**src/rtl/rtch_pkg.sv**
```systemverilog
// rtch_pkg: constants and types for the two-wire clock-chip bus master
// assumes a 100 MHz system clock; the serial clock is made here by a divider
package rtch_pkg;
    localparam int CLK_PERIOD_NS = 10;
    localparam int SCL_PERIOD_NS = 10000;
    // a quarter of a serial clock period, least time so rounded up
    localparam int QTR_CYCLES = (SCL_PERIOD_NS / 4 + CLK_PERIOD_NS - 1) / CLK_PERIOD_NS;
    localparam int STOP_GAP_NS = 31000;
    localparam int STOP_GAP_CYCLES = (STOP_GAP_NS + CLK_PERIOD_NS - 1) / CLK_PERIOD_NS;
    localparam int ACCESS_LIMIT_MS = 500;
    // longest time so rounded down
    localparam int ACCESS_LIMIT_CYCLES = ACCESS_LIMIT_MS * 1000000 / CLK_PERIOD_NS;
    localparam logic [6:0] SLAVE_ADDR = 7'h32;
    localparam logic RW_READ = 1'h1;
    localparam logic RW_WRITE = 1'h0;
    localparam logic [3:0] FMT_WRITE = 4'h0;
    localparam logic [2:0] FMT_STREAM_TOP = 3'h2;
    localparam logic [3:0] ACK_SLOT = 4'h8;
    localparam logic [4:0] LEN_ONE = 5'h01;

    typedef enum logic [1:0] {
        OP_WRITE = 2'b00,
        OP_RD_REP = 2'b01,
        OP_RD_FMT = 2'b10,
        OP_RD_CUR = 2'b11
    } rtch_op_t;

    typedef struct packed {
        rtch_op_t op;
        logic [3:0] ptr;
        logic [3:0] fmt;
        logic [4:0] len;
    } rtch_cmd_t;

    typedef enum logic [3:0] {
        ST_IDLE = 4'b0000,
        ST_START = 4'b0001,
        ST_ADDR = 4'b0010,
        ST_PTR = 4'b0011,
        ST_WDATA = 4'b0100,
        ST_RSTART = 4'b0101,
        ST_RADDR = 4'b0110,
        ST_RDATA = 4'b0111,
        ST_STOP = 4'b1000,
        ST_GAP = 4'b1001
    } rtch_state_t;
endpackage
```
**src/rtl/rtch_master.sv**
```systemverilog
// rtch_master: two-wire bus master that reads and writes the clock chip
// assumes open-drain pins with pull-ups outside; commands come from logic on clk_in
`timescale 1ns/100ps
`default_nettype none
module rtch_master
    import rtch_pkg::*;
#(
    parameter int ACCESS_LIMIT = ACCESS_LIMIT_CYCLES
)
(
    // clock and reset
    input wire logic clk_in,
    input wire logic reset_in,
    input wire logic ce_in,
    // command
    input wire logic cmd_valid_in,
    input wire rtch_cmd_t cmd_in,
    output logic busy_out,
    output logic done_out,
    output logic nack_out,
    output logic timeout_out,
    // data
    input wire logic [7:0] wr_data_in,
    output logic wr_take_out,
    output logic [7:0] rd_data_out,
    output logic rd_valid_out,
    // bus pins
    input wire logic scl_in,
    output logic scl_out,
    output logic scl_oe_out,
    input wire logic sda_in,
    output logic sda_out,
    output logic sda_oe_out
);

////////////////////////////////////////////////////////////////////////////////

    function automatic logic [7:0] addr_byte(input logic rw);
        addr_byte = {SLAVE_ADDR, rw};
    endfunction

    function automatic logic is_byte(input rtch_state_t s);
        is_byte = (s == ST_ADDR) || (s == ST_PTR) || (s == ST_WDATA) || (s == ST_RADDR) || (s == ST_RDATA);
    endfunction

    rtch_state_t state;
    rtch_cmd_t cmd;
    logic [1:0] phase;
    logic [3:0] bitn;
    logic [7:0] shreg;
    logic [4:0] cnt;
    logic ack_low;
    logic [7:0] qcnt;
    logic [11:0] gap_cnt;
    logic [25:0] acc_cnt;
    logic acc_over;
    logic scl_s1;
    logic scl_s2;
    logic sda_s1;
    logic sda_s2;
    logic tick;
    logic step;
    logic gap_done;
    logic rx;

////////////////////////////////////////////////////////////////////////////////

    // pins come from another clock domain
    always_ff @(posedge clk_in or posedge reset_in)
    begin
        if (reset_in)
        begin
            scl_s1 <= 1'h1;
            scl_s2 <= 1'h1;
            sda_s1 <= 1'h1;
            sda_s2 <= 1'h1;
        end
        else if (ce_in)
        begin
            scl_s1 <= scl_in;
            scl_s2 <= scl_s1;
            sda_s1 <= sda_in;
            sda_s2 <= sda_s1;
        end
    end

    // quarter-period divider that makes the serial clock
    always_ff @(posedge clk_in or posedge reset_in)
    begin
        if (reset_in)
            qcnt <= 8'h00;
        else if (ce_in)
        begin
            if (state == ST_IDLE || qcnt == 8'(QTR_CYCLES - 1))
                qcnt <= 8'h00;
            else
                qcnt <= qcnt + 8'h01;
        end
    end

    assign tick = ce_in && (qcnt == 8'(QTR_CYCLES - 1));
    // a slave holding the clock low holds off the phase 2 step, stretching the low phase
    assign step = tick && !(phase == 2'h2 && !scl_s2);
    assign rx = (state == ST_RDATA);
    assign gap_done = (gap_cnt == 12'(STOP_GAP_CYCLES - 1));

    // access timer runs from the first start, repeated starts included
    always_ff @(posedge clk_in or posedge reset_in)
    begin
        if (reset_in)
        begin
            acc_cnt <= 26'h0000000;
            acc_over <= 1'h0;
        end
        else if (ce_in)
        begin
            if (state == ST_IDLE || state == ST_GAP)
            begin
                acc_cnt <= 26'h0000000;
                acc_over <= 1'h0;
            end
            else if (acc_cnt == 26'(ACCESS_LIMIT - 1))
                acc_over <= 1'h1;
            else
                acc_cnt <= acc_cnt + 26'h0000001;
        end
    end

    // bus stays quiet after stop so the device can apply its held carry
    always_ff @(posedge clk_in or posedge reset_in)
    begin
        if (reset_in)
            gap_cnt <= 12'h000;
        else if (ce_in)
        begin
            if (state != ST_GAP)
                gap_cnt <= 12'h000;
            else if (!gap_done)
                gap_cnt <= gap_cnt + 12'h001;
        end
    end

    // the pins are open drain: only the enables ever move
    always_ff @(posedge clk_in or posedge reset_in)
    begin
        if (reset_in)
        begin
            scl_out <= 1'h0;
            sda_out <= 1'h0;
        end
        else if (ce_in)
        begin
            scl_out <= 1'h0;
            sda_out <= 1'h0;
        end
    end

////////////////////////////////////////////////////////////////////////////////

    always_ff @(posedge clk_in or posedge reset_in)
    begin
        if (reset_in)
        begin
            state <= ST_IDLE;
            cmd <= '0;
            phase <= 2'h0;
            bitn <= 4'h0;
            shreg <= 8'h00;
            cnt <= 5'h00;
            ack_low <= 1'h0;
            scl_oe_out <= 1'h0;
            sda_oe_out <= 1'h0;
            busy_out <= 1'h0;
            done_out <= 1'h0;
            nack_out <= 1'h0;
            timeout_out <= 1'h0;
            wr_take_out <= 1'h0;
            rd_data_out <= 8'h00;
            rd_valid_out <= 1'h0;
        end
        else if (ce_in)
        begin
            done_out <= 1'h0;
            wr_take_out <= 1'h0;
            rd_valid_out <= 1'h0;
            unique case (state)
                ST_IDLE:
                begin
                    phase <= 2'h0;
                    if (cmd_valid_in)
                    begin
                        cmd <= cmd_in;
                        busy_out <= 1'h1;
                        nack_out <= 1'h0;
                        timeout_out <= 1'h0;
                        if (cmd_in.op != OP_WRITE && cmd_in.len == 5'h00)
                            cnt <= LEN_ONE;
                        else
                            cnt <= cmd_in.len;
                        state <= ST_START;
                    end
                end
                ST_START, ST_RSTART:
                begin
                    if (step)
                    begin
                        phase <= phase + 2'h1;
                        unique case (phase)
                            2'h0: sda_oe_out <= 1'h0;
                            2'h1: scl_oe_out <= 1'h0;
                            2'h2: sda_oe_out <= 1'h1;
                            2'h3:
                            begin
                                scl_oe_out <= 1'h1;
                                bitn <= 4'h0;
                                if (state == ST_RSTART)
                                begin
                                    state <= ST_RADDR;
                                    shreg <= addr_byte(RW_READ);
                                end
                                else
                                begin
                                    state <= ST_ADDR;
                                    shreg <= addr_byte(cmd.op == OP_RD_CUR ? RW_READ : RW_WRITE);
                                end
                            end
                        endcase
                    end
                end
                ST_ADDR, ST_PTR, ST_WDATA, ST_RADDR, ST_RDATA:
                begin
                    if (step)
                    begin
                        phase <= phase + 2'h1;
                        unique case (phase)
                            2'h0:
                            begin
                                // data moves only while the clock is low
                                if (bitn != ACK_SLOT)
                                    sda_oe_out <= !rx && !shreg[7];
                                else
                                    sda_oe_out <= rx && (cnt != LEN_ONE);
                            end
                            2'h1: scl_oe_out <= 1'h0;
                            2'h2:
                            begin
                                if (bitn != ACK_SLOT)
                                    shreg <= {shreg[6:0], rx ? sda_s2 : 1'h0};
                                else
                                    ack_low <= !sda_s2;
                            end
                            2'h3:
                            begin
                                scl_oe_out <= 1'h1;
                                if (bitn != ACK_SLOT)
                                    bitn <= bitn + 4'h1;
                                else
                                begin
                                    bitn <= 4'h0;
                                    // our ack is let go at the next q0, never on the edge that lowers the clock
                                    if (acc_over)
                                    begin
                                        timeout_out <= 1'h1;
                                        state <= ST_STOP;
                                    end
                                    else if (!rx && !ack_low)
                                    begin
                                        nack_out <= 1'h1;
                                        state <= ST_STOP;
                                    end
                                    else
                                    begin
                                        unique case (state)
                                            ST_ADDR:
                                            begin
                                                if (cmd.op == OP_RD_CUR)
                                                    state <= ST_RDATA;
                                                else
                                                begin
                                                    state <= ST_PTR;
                                                    if (cmd.op == OP_RD_FMT)
                                                        shreg <= {cmd.ptr, FMT_STREAM_TOP, cmd.fmt[0]};
                                                    else
                                                        shreg <= {cmd.ptr, FMT_WRITE};
                                                end
                                            end
                                            ST_PTR, ST_WDATA:
                                            begin
                                                if (cmd.op == OP_RD_REP)
                                                    state <= ST_RSTART;
                                                else if (cmd.op == OP_RD_FMT)
                                                    state <= ST_RDATA;
                                                else if (cnt == 5'h00)
                                                    state <= ST_STOP;
                                                else
                                                begin
                                                    state <= ST_WDATA;
                                                    shreg <= wr_data_in;
                                                    wr_take_out <= 1'h1;
                                                    cnt <= cnt - 5'h01;
                                                end
                                            end
                                            ST_RADDR: state <= ST_RDATA;
                                            default:
                                            begin
                                                rd_data_out <= shreg;
                                                rd_valid_out <= 1'h1;
                                                cnt <= cnt - 5'h01;
                                                if (cnt == LEN_ONE)
                                                    state <= ST_STOP;
                                            end
                                        endcase
                                    end
                                end
                            end
                        endcase
                    end
                end
                ST_STOP:
                begin
                    if (step)
                    begin
                        phase <= phase + 2'h1;
                        unique case (phase)
                            2'h0: sda_oe_out <= 1'h1;
                            2'h1: scl_oe_out <= 1'h0;
                            2'h2: sda_oe_out <= 1'h0;
                            2'h3: state <= ST_GAP;
                        endcase
                    end
                end
                ST_GAP:
                begin
                    if (gap_done)
                    begin
                        busy_out <= 1'h0;
                        done_out <= 1'h1;
                        state <= ST_IDLE;
                    end
                end
                default: state <= ST_IDLE;
            endcase
        end
    end

endmodule // rtch_master
`default_nettype wire

```
**config.mk**
```make
export PLATFORM = sky130hd
export DESIGN_NAME = rtch_master
export DESIGN_NICKNAME = d
export VERILOG_FILES = /design/src/rtl/rtch_pkg.sv /design/src/rtl/rtch_master.sv
export SDC_FILE = /design/constraint.sdc
export NUM_CORES = 1
export LEC_CHECK = 0
export BUFFER_PORTS_ARGS = -buffer_cell sky130_fd_sc_hd__buf_2
export CAP_MARGIN = 40
export CORE_MARGIN = 1
export CORE_UTILIZATION = 43
export DETAILED_ROUTE_END_ITERATION = 16
export PLACE_DENSITY = 0.69
export REMOVE_ABC_BUFFERS = 1
export SYNTH_ARGS = -nofsm -noshare
export SYNTH_HDL_FRONTEND = slang
export SYNTH_SLANG_ARGS = --single-unit
```
**constraint.sdc**
```tcl
create_clock -name clk_in -period 3.8 [get_ports clk_in]
set_input_delay 1.14 -clock clk_in [delete_from_list [all_inputs] [get_ports clk_in]]
set_output_delay 1.14 -clock clk_in [all_outputs]
set_load 0.01 [all_outputs]
```
==> After elaboration in Yosys (flattened, before gate mapping) <==
Index checks and enable logic that the tools add are counted.
{ "word_totals": {"memories": 0, "register_bits": 98, "latchBits": 0, "ramBits": 0, "word_cells": 256, "romBits": 0, "input_bits": 29} }
{ "classes": {"n_eq_ne": 59, "n_lt_le_gt_ge": 0, "div_mod_pow": 0, "muxes": 111, "n_reduce_logical": 50, "add_sub_neg": 6, "n_shift": 0, "mul": 0, "bitwise": 4} }
{ "op_table": {"columns": ["cell", "n"], "rows": [
  ["two-way mux 8 bit", 12],
  ["two-way mux 4 bit", 20],
  ["two-way mux 26 bit", 2],
  ["two-way mux 5 bit", 10],
  ["case mux 8 bit (2 select lines)", 3],
  ["two-way mux 1 bit", 44],
  ["inequality test 2 bit, second input constant", 16],
  ["inequality test 4 bit, second input constant", 7],
  ["inequality test 3 bit, second input constant", 9],
  ["adder 26 x 1 -> 26 bit, second input constant", 1],
  ["equality test 26 bit, second input constant", 1],
  ["two-way mux 12 bit", 2],
  ["AND reduction 8 bit", 3],
  ["case mux 4 bit (5 select lines)", 1],
  ["case mux 5 bit (2 select lines)", 2],
  ["equality test 4 x 3 -> 1 bit, second input constant", 4],
  ["AND reduction 15 bit", 1],
  ["case mux 1 bit (2 select lines)", 7],
  ["nonzero test 2 bit", 7],
  ["adder 12 x 1 -> 12 bit, second input constant", 1],
  ["equality test 12 bit, second input constant", 1],
  ["case mux 4 bit (3 select lines)", 1],
  ["AND reduction 12 bit", 1],
  ["AND reduction 6 bit", 2],
  ["40 further kinds", 72]
]} }

==> Depth between registers and ports, before layout <==
{ "logic_depth": {"depth_word": 11, "mapped_depth": 9, "mapped_depth_nobuf": 7} }

==> Worst setup path after synthesis <==
OpenSTA, ideal clock, no wires.
{ "synth_timing": {"path_type": "input -> register", "start": "input port ce_in", "end": "register cnt[1]", "path_stages": 6, "setup_slack_ps": 832, "t_required_ps": 3675, "path_buffers": 1, "t_arrival_ps": 2843, "cell_sequence": "inv_1 -> or4_1 -> buf_2 -> a2111oi_4 -> nand2_2 -> mux2_4"} }
{ "synth_between": {"elab_chain_cells": 4} }
{ "synth_lines": {"columns": ["element", "line_no", "text"], "rows": [
  ["from (decl)", "rtch_master.sv:14", "input wire logic ce_in,"],
  ["logical AND 1 bit", "rtch_master.sv:101", "assign tick = ce_in && (qcnt == 8'(QTR_CYCLES - 1));"],
  ["logical AND 1 bit", "rtch_master.sv:103", "assign step = tick && !(phase == 2'h2 && !scl_s2);"],
  ["inequality test 2 bit (no source line)", null, null],
  ["AND reduction 12 bit (no source line) (*)", null, null],
  ["to (signal assigned)", "rtch_master.sv:199", "cnt <= cmd_in.len;"],
  ["to (signal assigned)", "rtch_master.sv:300", "cnt <= cnt - 5'h01;"],
  ["to (signal assigned)", "rtch_master.sv:308", "cnt <= cnt - 5'h01;"],
  ["to (decl)", "rtch_master.sv:51", "logic [4:0] cnt;"]
]} }
Every way passes the cells marked *; elsewhere a longest branch is shown, timed or not.
A chain may end at the register's enable or synchronous reset.

==> Final worst setup path <==
{ "layout_timing": {"start": "register phase[0]", "end": "register shreg[5]"} }
{ "layout_between": {"elab_chain_cells": 6, "word_cells_on_any_way": 22} }
{ "layout_lines": {"columns": ["element", "line_no", "text"], "rows": [
  ["from (decl)", "rtch_master.sv:48", "logic [1:0] phase;"],
  ["from (signal assigned)", "rtch_master.sv:207", "phase <= phase + 2'h1;"],
  ["from (signal assigned)", "rtch_master.sv:234", "phase <= phase + 2'h1;"],
  ["from (signal assigned)", "rtch_master.sv:323", "phase <= phase + 2'h1;"],
  ["equality test 2 bit", "rtch_master.sv:103, rtch_master.sv:235", null],
  ["logical AND 1 bit", "rtch_master.sv:103", null],
  ["logical NOT 1 bit", "rtch_master.sv:103", null],
  ["logical AND 1 bit", "rtch_master.sv:103", null],
  ["inequality test 2 bit (no source line)", null, null],
  ["AND reduction 15 bit (no source line)", null, null],
  ["to (signal assigned)", "rtch_master.sv:219", "shreg <= addr_byte(RW_READ);"],
  ["to (signal assigned)", "rtch_master.sv:224", "shreg <= addr_byte(cmd.op == OP_RD_CUR ? RW_READ : RW_WRITE);"],
  ["to (signal assigned)", "rtch_master.sv:248", "shreg <= {shreg[6:0], rx ? sda_s2 : 1'h0};"],
  ["to (decl)", "rtch_master.sv:50", "logic [7:0] shreg;"]
]} }
Several ways; a longest one is shown, not always the timed one. The select of a mux whose other input is x is not followed.

==> impl_metrics.tcl <==
set metrics [dict create \
    run_status "finished clean" \
    p_leak_nw 2.756 \
    route.vias.total 4722 \
    hold-path-endpoint "wr_take_out" \
    holdBufCountCts 0 \
    worst_skew_pair.late_latency_ns 0.36 \
    r2r_setup_slack_ns 0.70 \
    timing.critical_path.arrival_ns 3.34 \
    antenna_found_initial 0 \
    synth_simple_gate_area_share 0.2160 \
    detailed_place_hpwl_um 9106 \
    power_density_nw_per_um2 575.3 \
    synth.yosys.seq_area_share 0.4351 \
    h-tree-depth 3 \
    cts.repair.resized 0 \
    gr-total-overflow 0 \
    crit_family "adder cells" \
    reg2reg_from "phase[0]" \
    worst-path-buf-inv 1 \
    yosys.area_share.adder 0.03943 \
    timing.final.max_slew_violations 0 \
    antenna-diode-count 0 \
    num_rows 41 \
    yosys_register_bits 98 \
    worstSetupStartpointType "flip-flop" \
    design.final.nets 681 \
    synth-compound-area-share 0.1602 \
    maximum_number_of_pins_on_one_net_before_global_route_repair 56 \
    clock.fmax_ghz 0.3230 \
    yosysWarnings 0 \
    routed_wl_um 13130 \
    area_growth_pct 13.82 \
    vias_per_cell 5.815 \
    detail_route.iter0.violations 331 \
    hold_viol_final 0 \
    mappedNetlistArea_um2 5648 \
    start_util 0.4439 \
    crit_path_start "phase[0]" \
    timing.reg2reg.worst_path_depth 6 \
    worst_slew_pin_slew_ns 0.8816 \
    cp_slowest_stage_delay_ns 0.60 \
    die-height_um 116.6 \
    fp.coreArea_um2 12720 \
    grt_first_pass_wirelength_um 21970 \
    skew_ns 0.006207 \
    maxCapViolCount 0 \
    tns_ns 0 \
    mapped_cells 600 \
    synth_top_family_by_area "simple AND/OR/NAND/NOR gates" \
    buffer_ports.inserted 41 \
    cts_root_buf "clkbuf_16" \
    wl_per_instance_um 16.17 \
    gp_congestion 0.8710 \
    layout_common_cells "94 x dfrtp_1, 48 x nand2_1, 46 x nor2_1, 41 x buf_2, 40 x o21ai_0" \
    crit_slowest_cell "ha_1" \
    grt.total_usage 0.2064 \
    yosys-mux-area-fraction 0.07067 \
    cts_tree "yes" \
    drt.antenna.violating_nets 0 \
    post_route_cells_drive_above_1_share 0.1813 \
    dp_worst_setup_slack_ns 0.7781 \
    worst_r2r_endpoint "shreg[5]" \
    post-route-period-util 0.8146 \
    synth_cell_type_count 68 \
    synth-async-reset-ratio 1.000 \
    synth-edff-count 0 \
    crit_path_max_fanout 18 \
    critical_path.cell_chain "ha_1, clkinv_1, a2111oi_0, a41oi_1, nand4_1, mux2_2" \
    layout_min_cycle_time_ns 3.096 \
    yosys.area_share.xor_xnor 0.03877 \
    drtPass1Iterations 6 \
    required_ns 4.04 \
    syn-mean-instance-area_um2 9.413 \
    first_global_vias 4480 \
    final_common_cell "dfrtp_1" \
    cts_num_sinks 98 \
    remaining_drc_errors 0 \
    dominant_register_cell_in_the_synthesized_netlist "dfrtp_1" \
    hold_depth 2 \
    hold_path.class "flip-flop to flip-flop" \
    worstHoldStart "wr_take_out" \
    setup_viol_count_final 0 \
    layout_setup_ws_ns 0.7045 \
    vdd_drop_max_mv 0.3703 \
    cts_made_buffers 9 \
    ios 47 \
    relSlewSlack 0.4083 \
    die_w_um 116.6 \
    setup.worst_path.end_class "flip-flop" \
    cts.reportedPaths.clkPinSlew_ns 0.07 \
    grt_setup_unrepaired "no" \
    clock_tree.buffer_depth 2 \
    criticalPathCategory "flip-flop to flip-flop" \
    post_cts_setup_bufs 0 \
    die_area_um2 13600 \
]
## Yosys cell counts (all sizes together) (11+ instances only)
library cell / instances / area share
a21oi: 36 / 0.033
clkbuf: 21 / 0.014
dfrtp: 94 / 0.42
ha: 17 / 0.038
inv: 22 / 0.015
mux2: 28 / 0.056
nand2: 49 / 0.033
nand3: 25 / 0.022
nand4: 17 / 0.020
nor2: 46 / 0.031
nor3: 15 / 0.013
o21ai: 41 / 0.036
o31ai: 13 / 0.017
or3: 11 / 0.012
xnor2: 14 / 0.022
xor2: 11 / 0.017
## layout make-up
class,count,area (µm²)
Multi-Input combinational cell,447,2984
Inverter,25,96.34
Tap cell,172,215.2
Fill cell,1208,6294
Timing Repair Buffer,54,315.3
Sequential cell,98,2457
Clock buffer,10,239.0
Clock inverter,6,121.4
## worst max-delay path by stage
stage	endpoint	slack, ns	cells past startpoint
after floorplan	acc_cnt[0]	0.10	1
after global placement	cnt[2]	0.79	7
after detailed placement	cnt[2]	0.78	7
after CTS	shreg[5]	0.77	5
after global routing	shreg[2]	0.51	5
final	shreg[5]	0.70	6
## flip-flops by register name, indices dropped and copies added, names as in the netlist, 2 cells and up
name,cells
acc_cnt,26
gap_cnt,12
qcnt,8
rd_data_out,8
shreg,8
cmd,7
cnt,5
bitn,4
state,4
phase,2
## tightest hold or removal path, cell delays in order (launching register included)
cell and delay, ns:
dfrtp_1 0.35, nand2_1 0.06, o31ai_1 0.06
## per-stage QoR
step	utilization	hold WS, ns	instance area, µm²	std cells	power (W)
6_report	0.5053	0.5053	6429	812	0.003698
5_1_grt	0.5053	0.5225	6429	812	0.003914
4_1_cts	0.5053	0.5096	6429	812	0.003709
3_5_place_dp	0.4770	0.4799	6068	796	0.002601
3_3_place_gp	0.4770	0.4812	6068	796	0.002553
2_1_floorplan	-	0.4628	5524	570	0.002202
## power breakdown
group | internal, W | switching [W] | leakage [nW]
clock network | 0.000672 | 0.000421 | 0.177
logic | 0.000478 | 0.000732 | 1.28
registers | 0.00117 | 0.000221 | 1.30
## logic make-up after synthesis
kind of cell               Yosys count
AOI/OAI and AO/OA                  139
xor gates and xnor gates            25
adders and majority gates           18
buffers and inverters               56
DFF                                 98
muxes                               36
other                                1
and+or+nand+nor                    227
## routing by layer
metal,track usage,routed length (µm)
met1,0.2693,5880
met2,0.3412,6470
met3,0.05345,623
met4,0.05401,153
met5,0,0
Power figures use the tool's default switching activity.
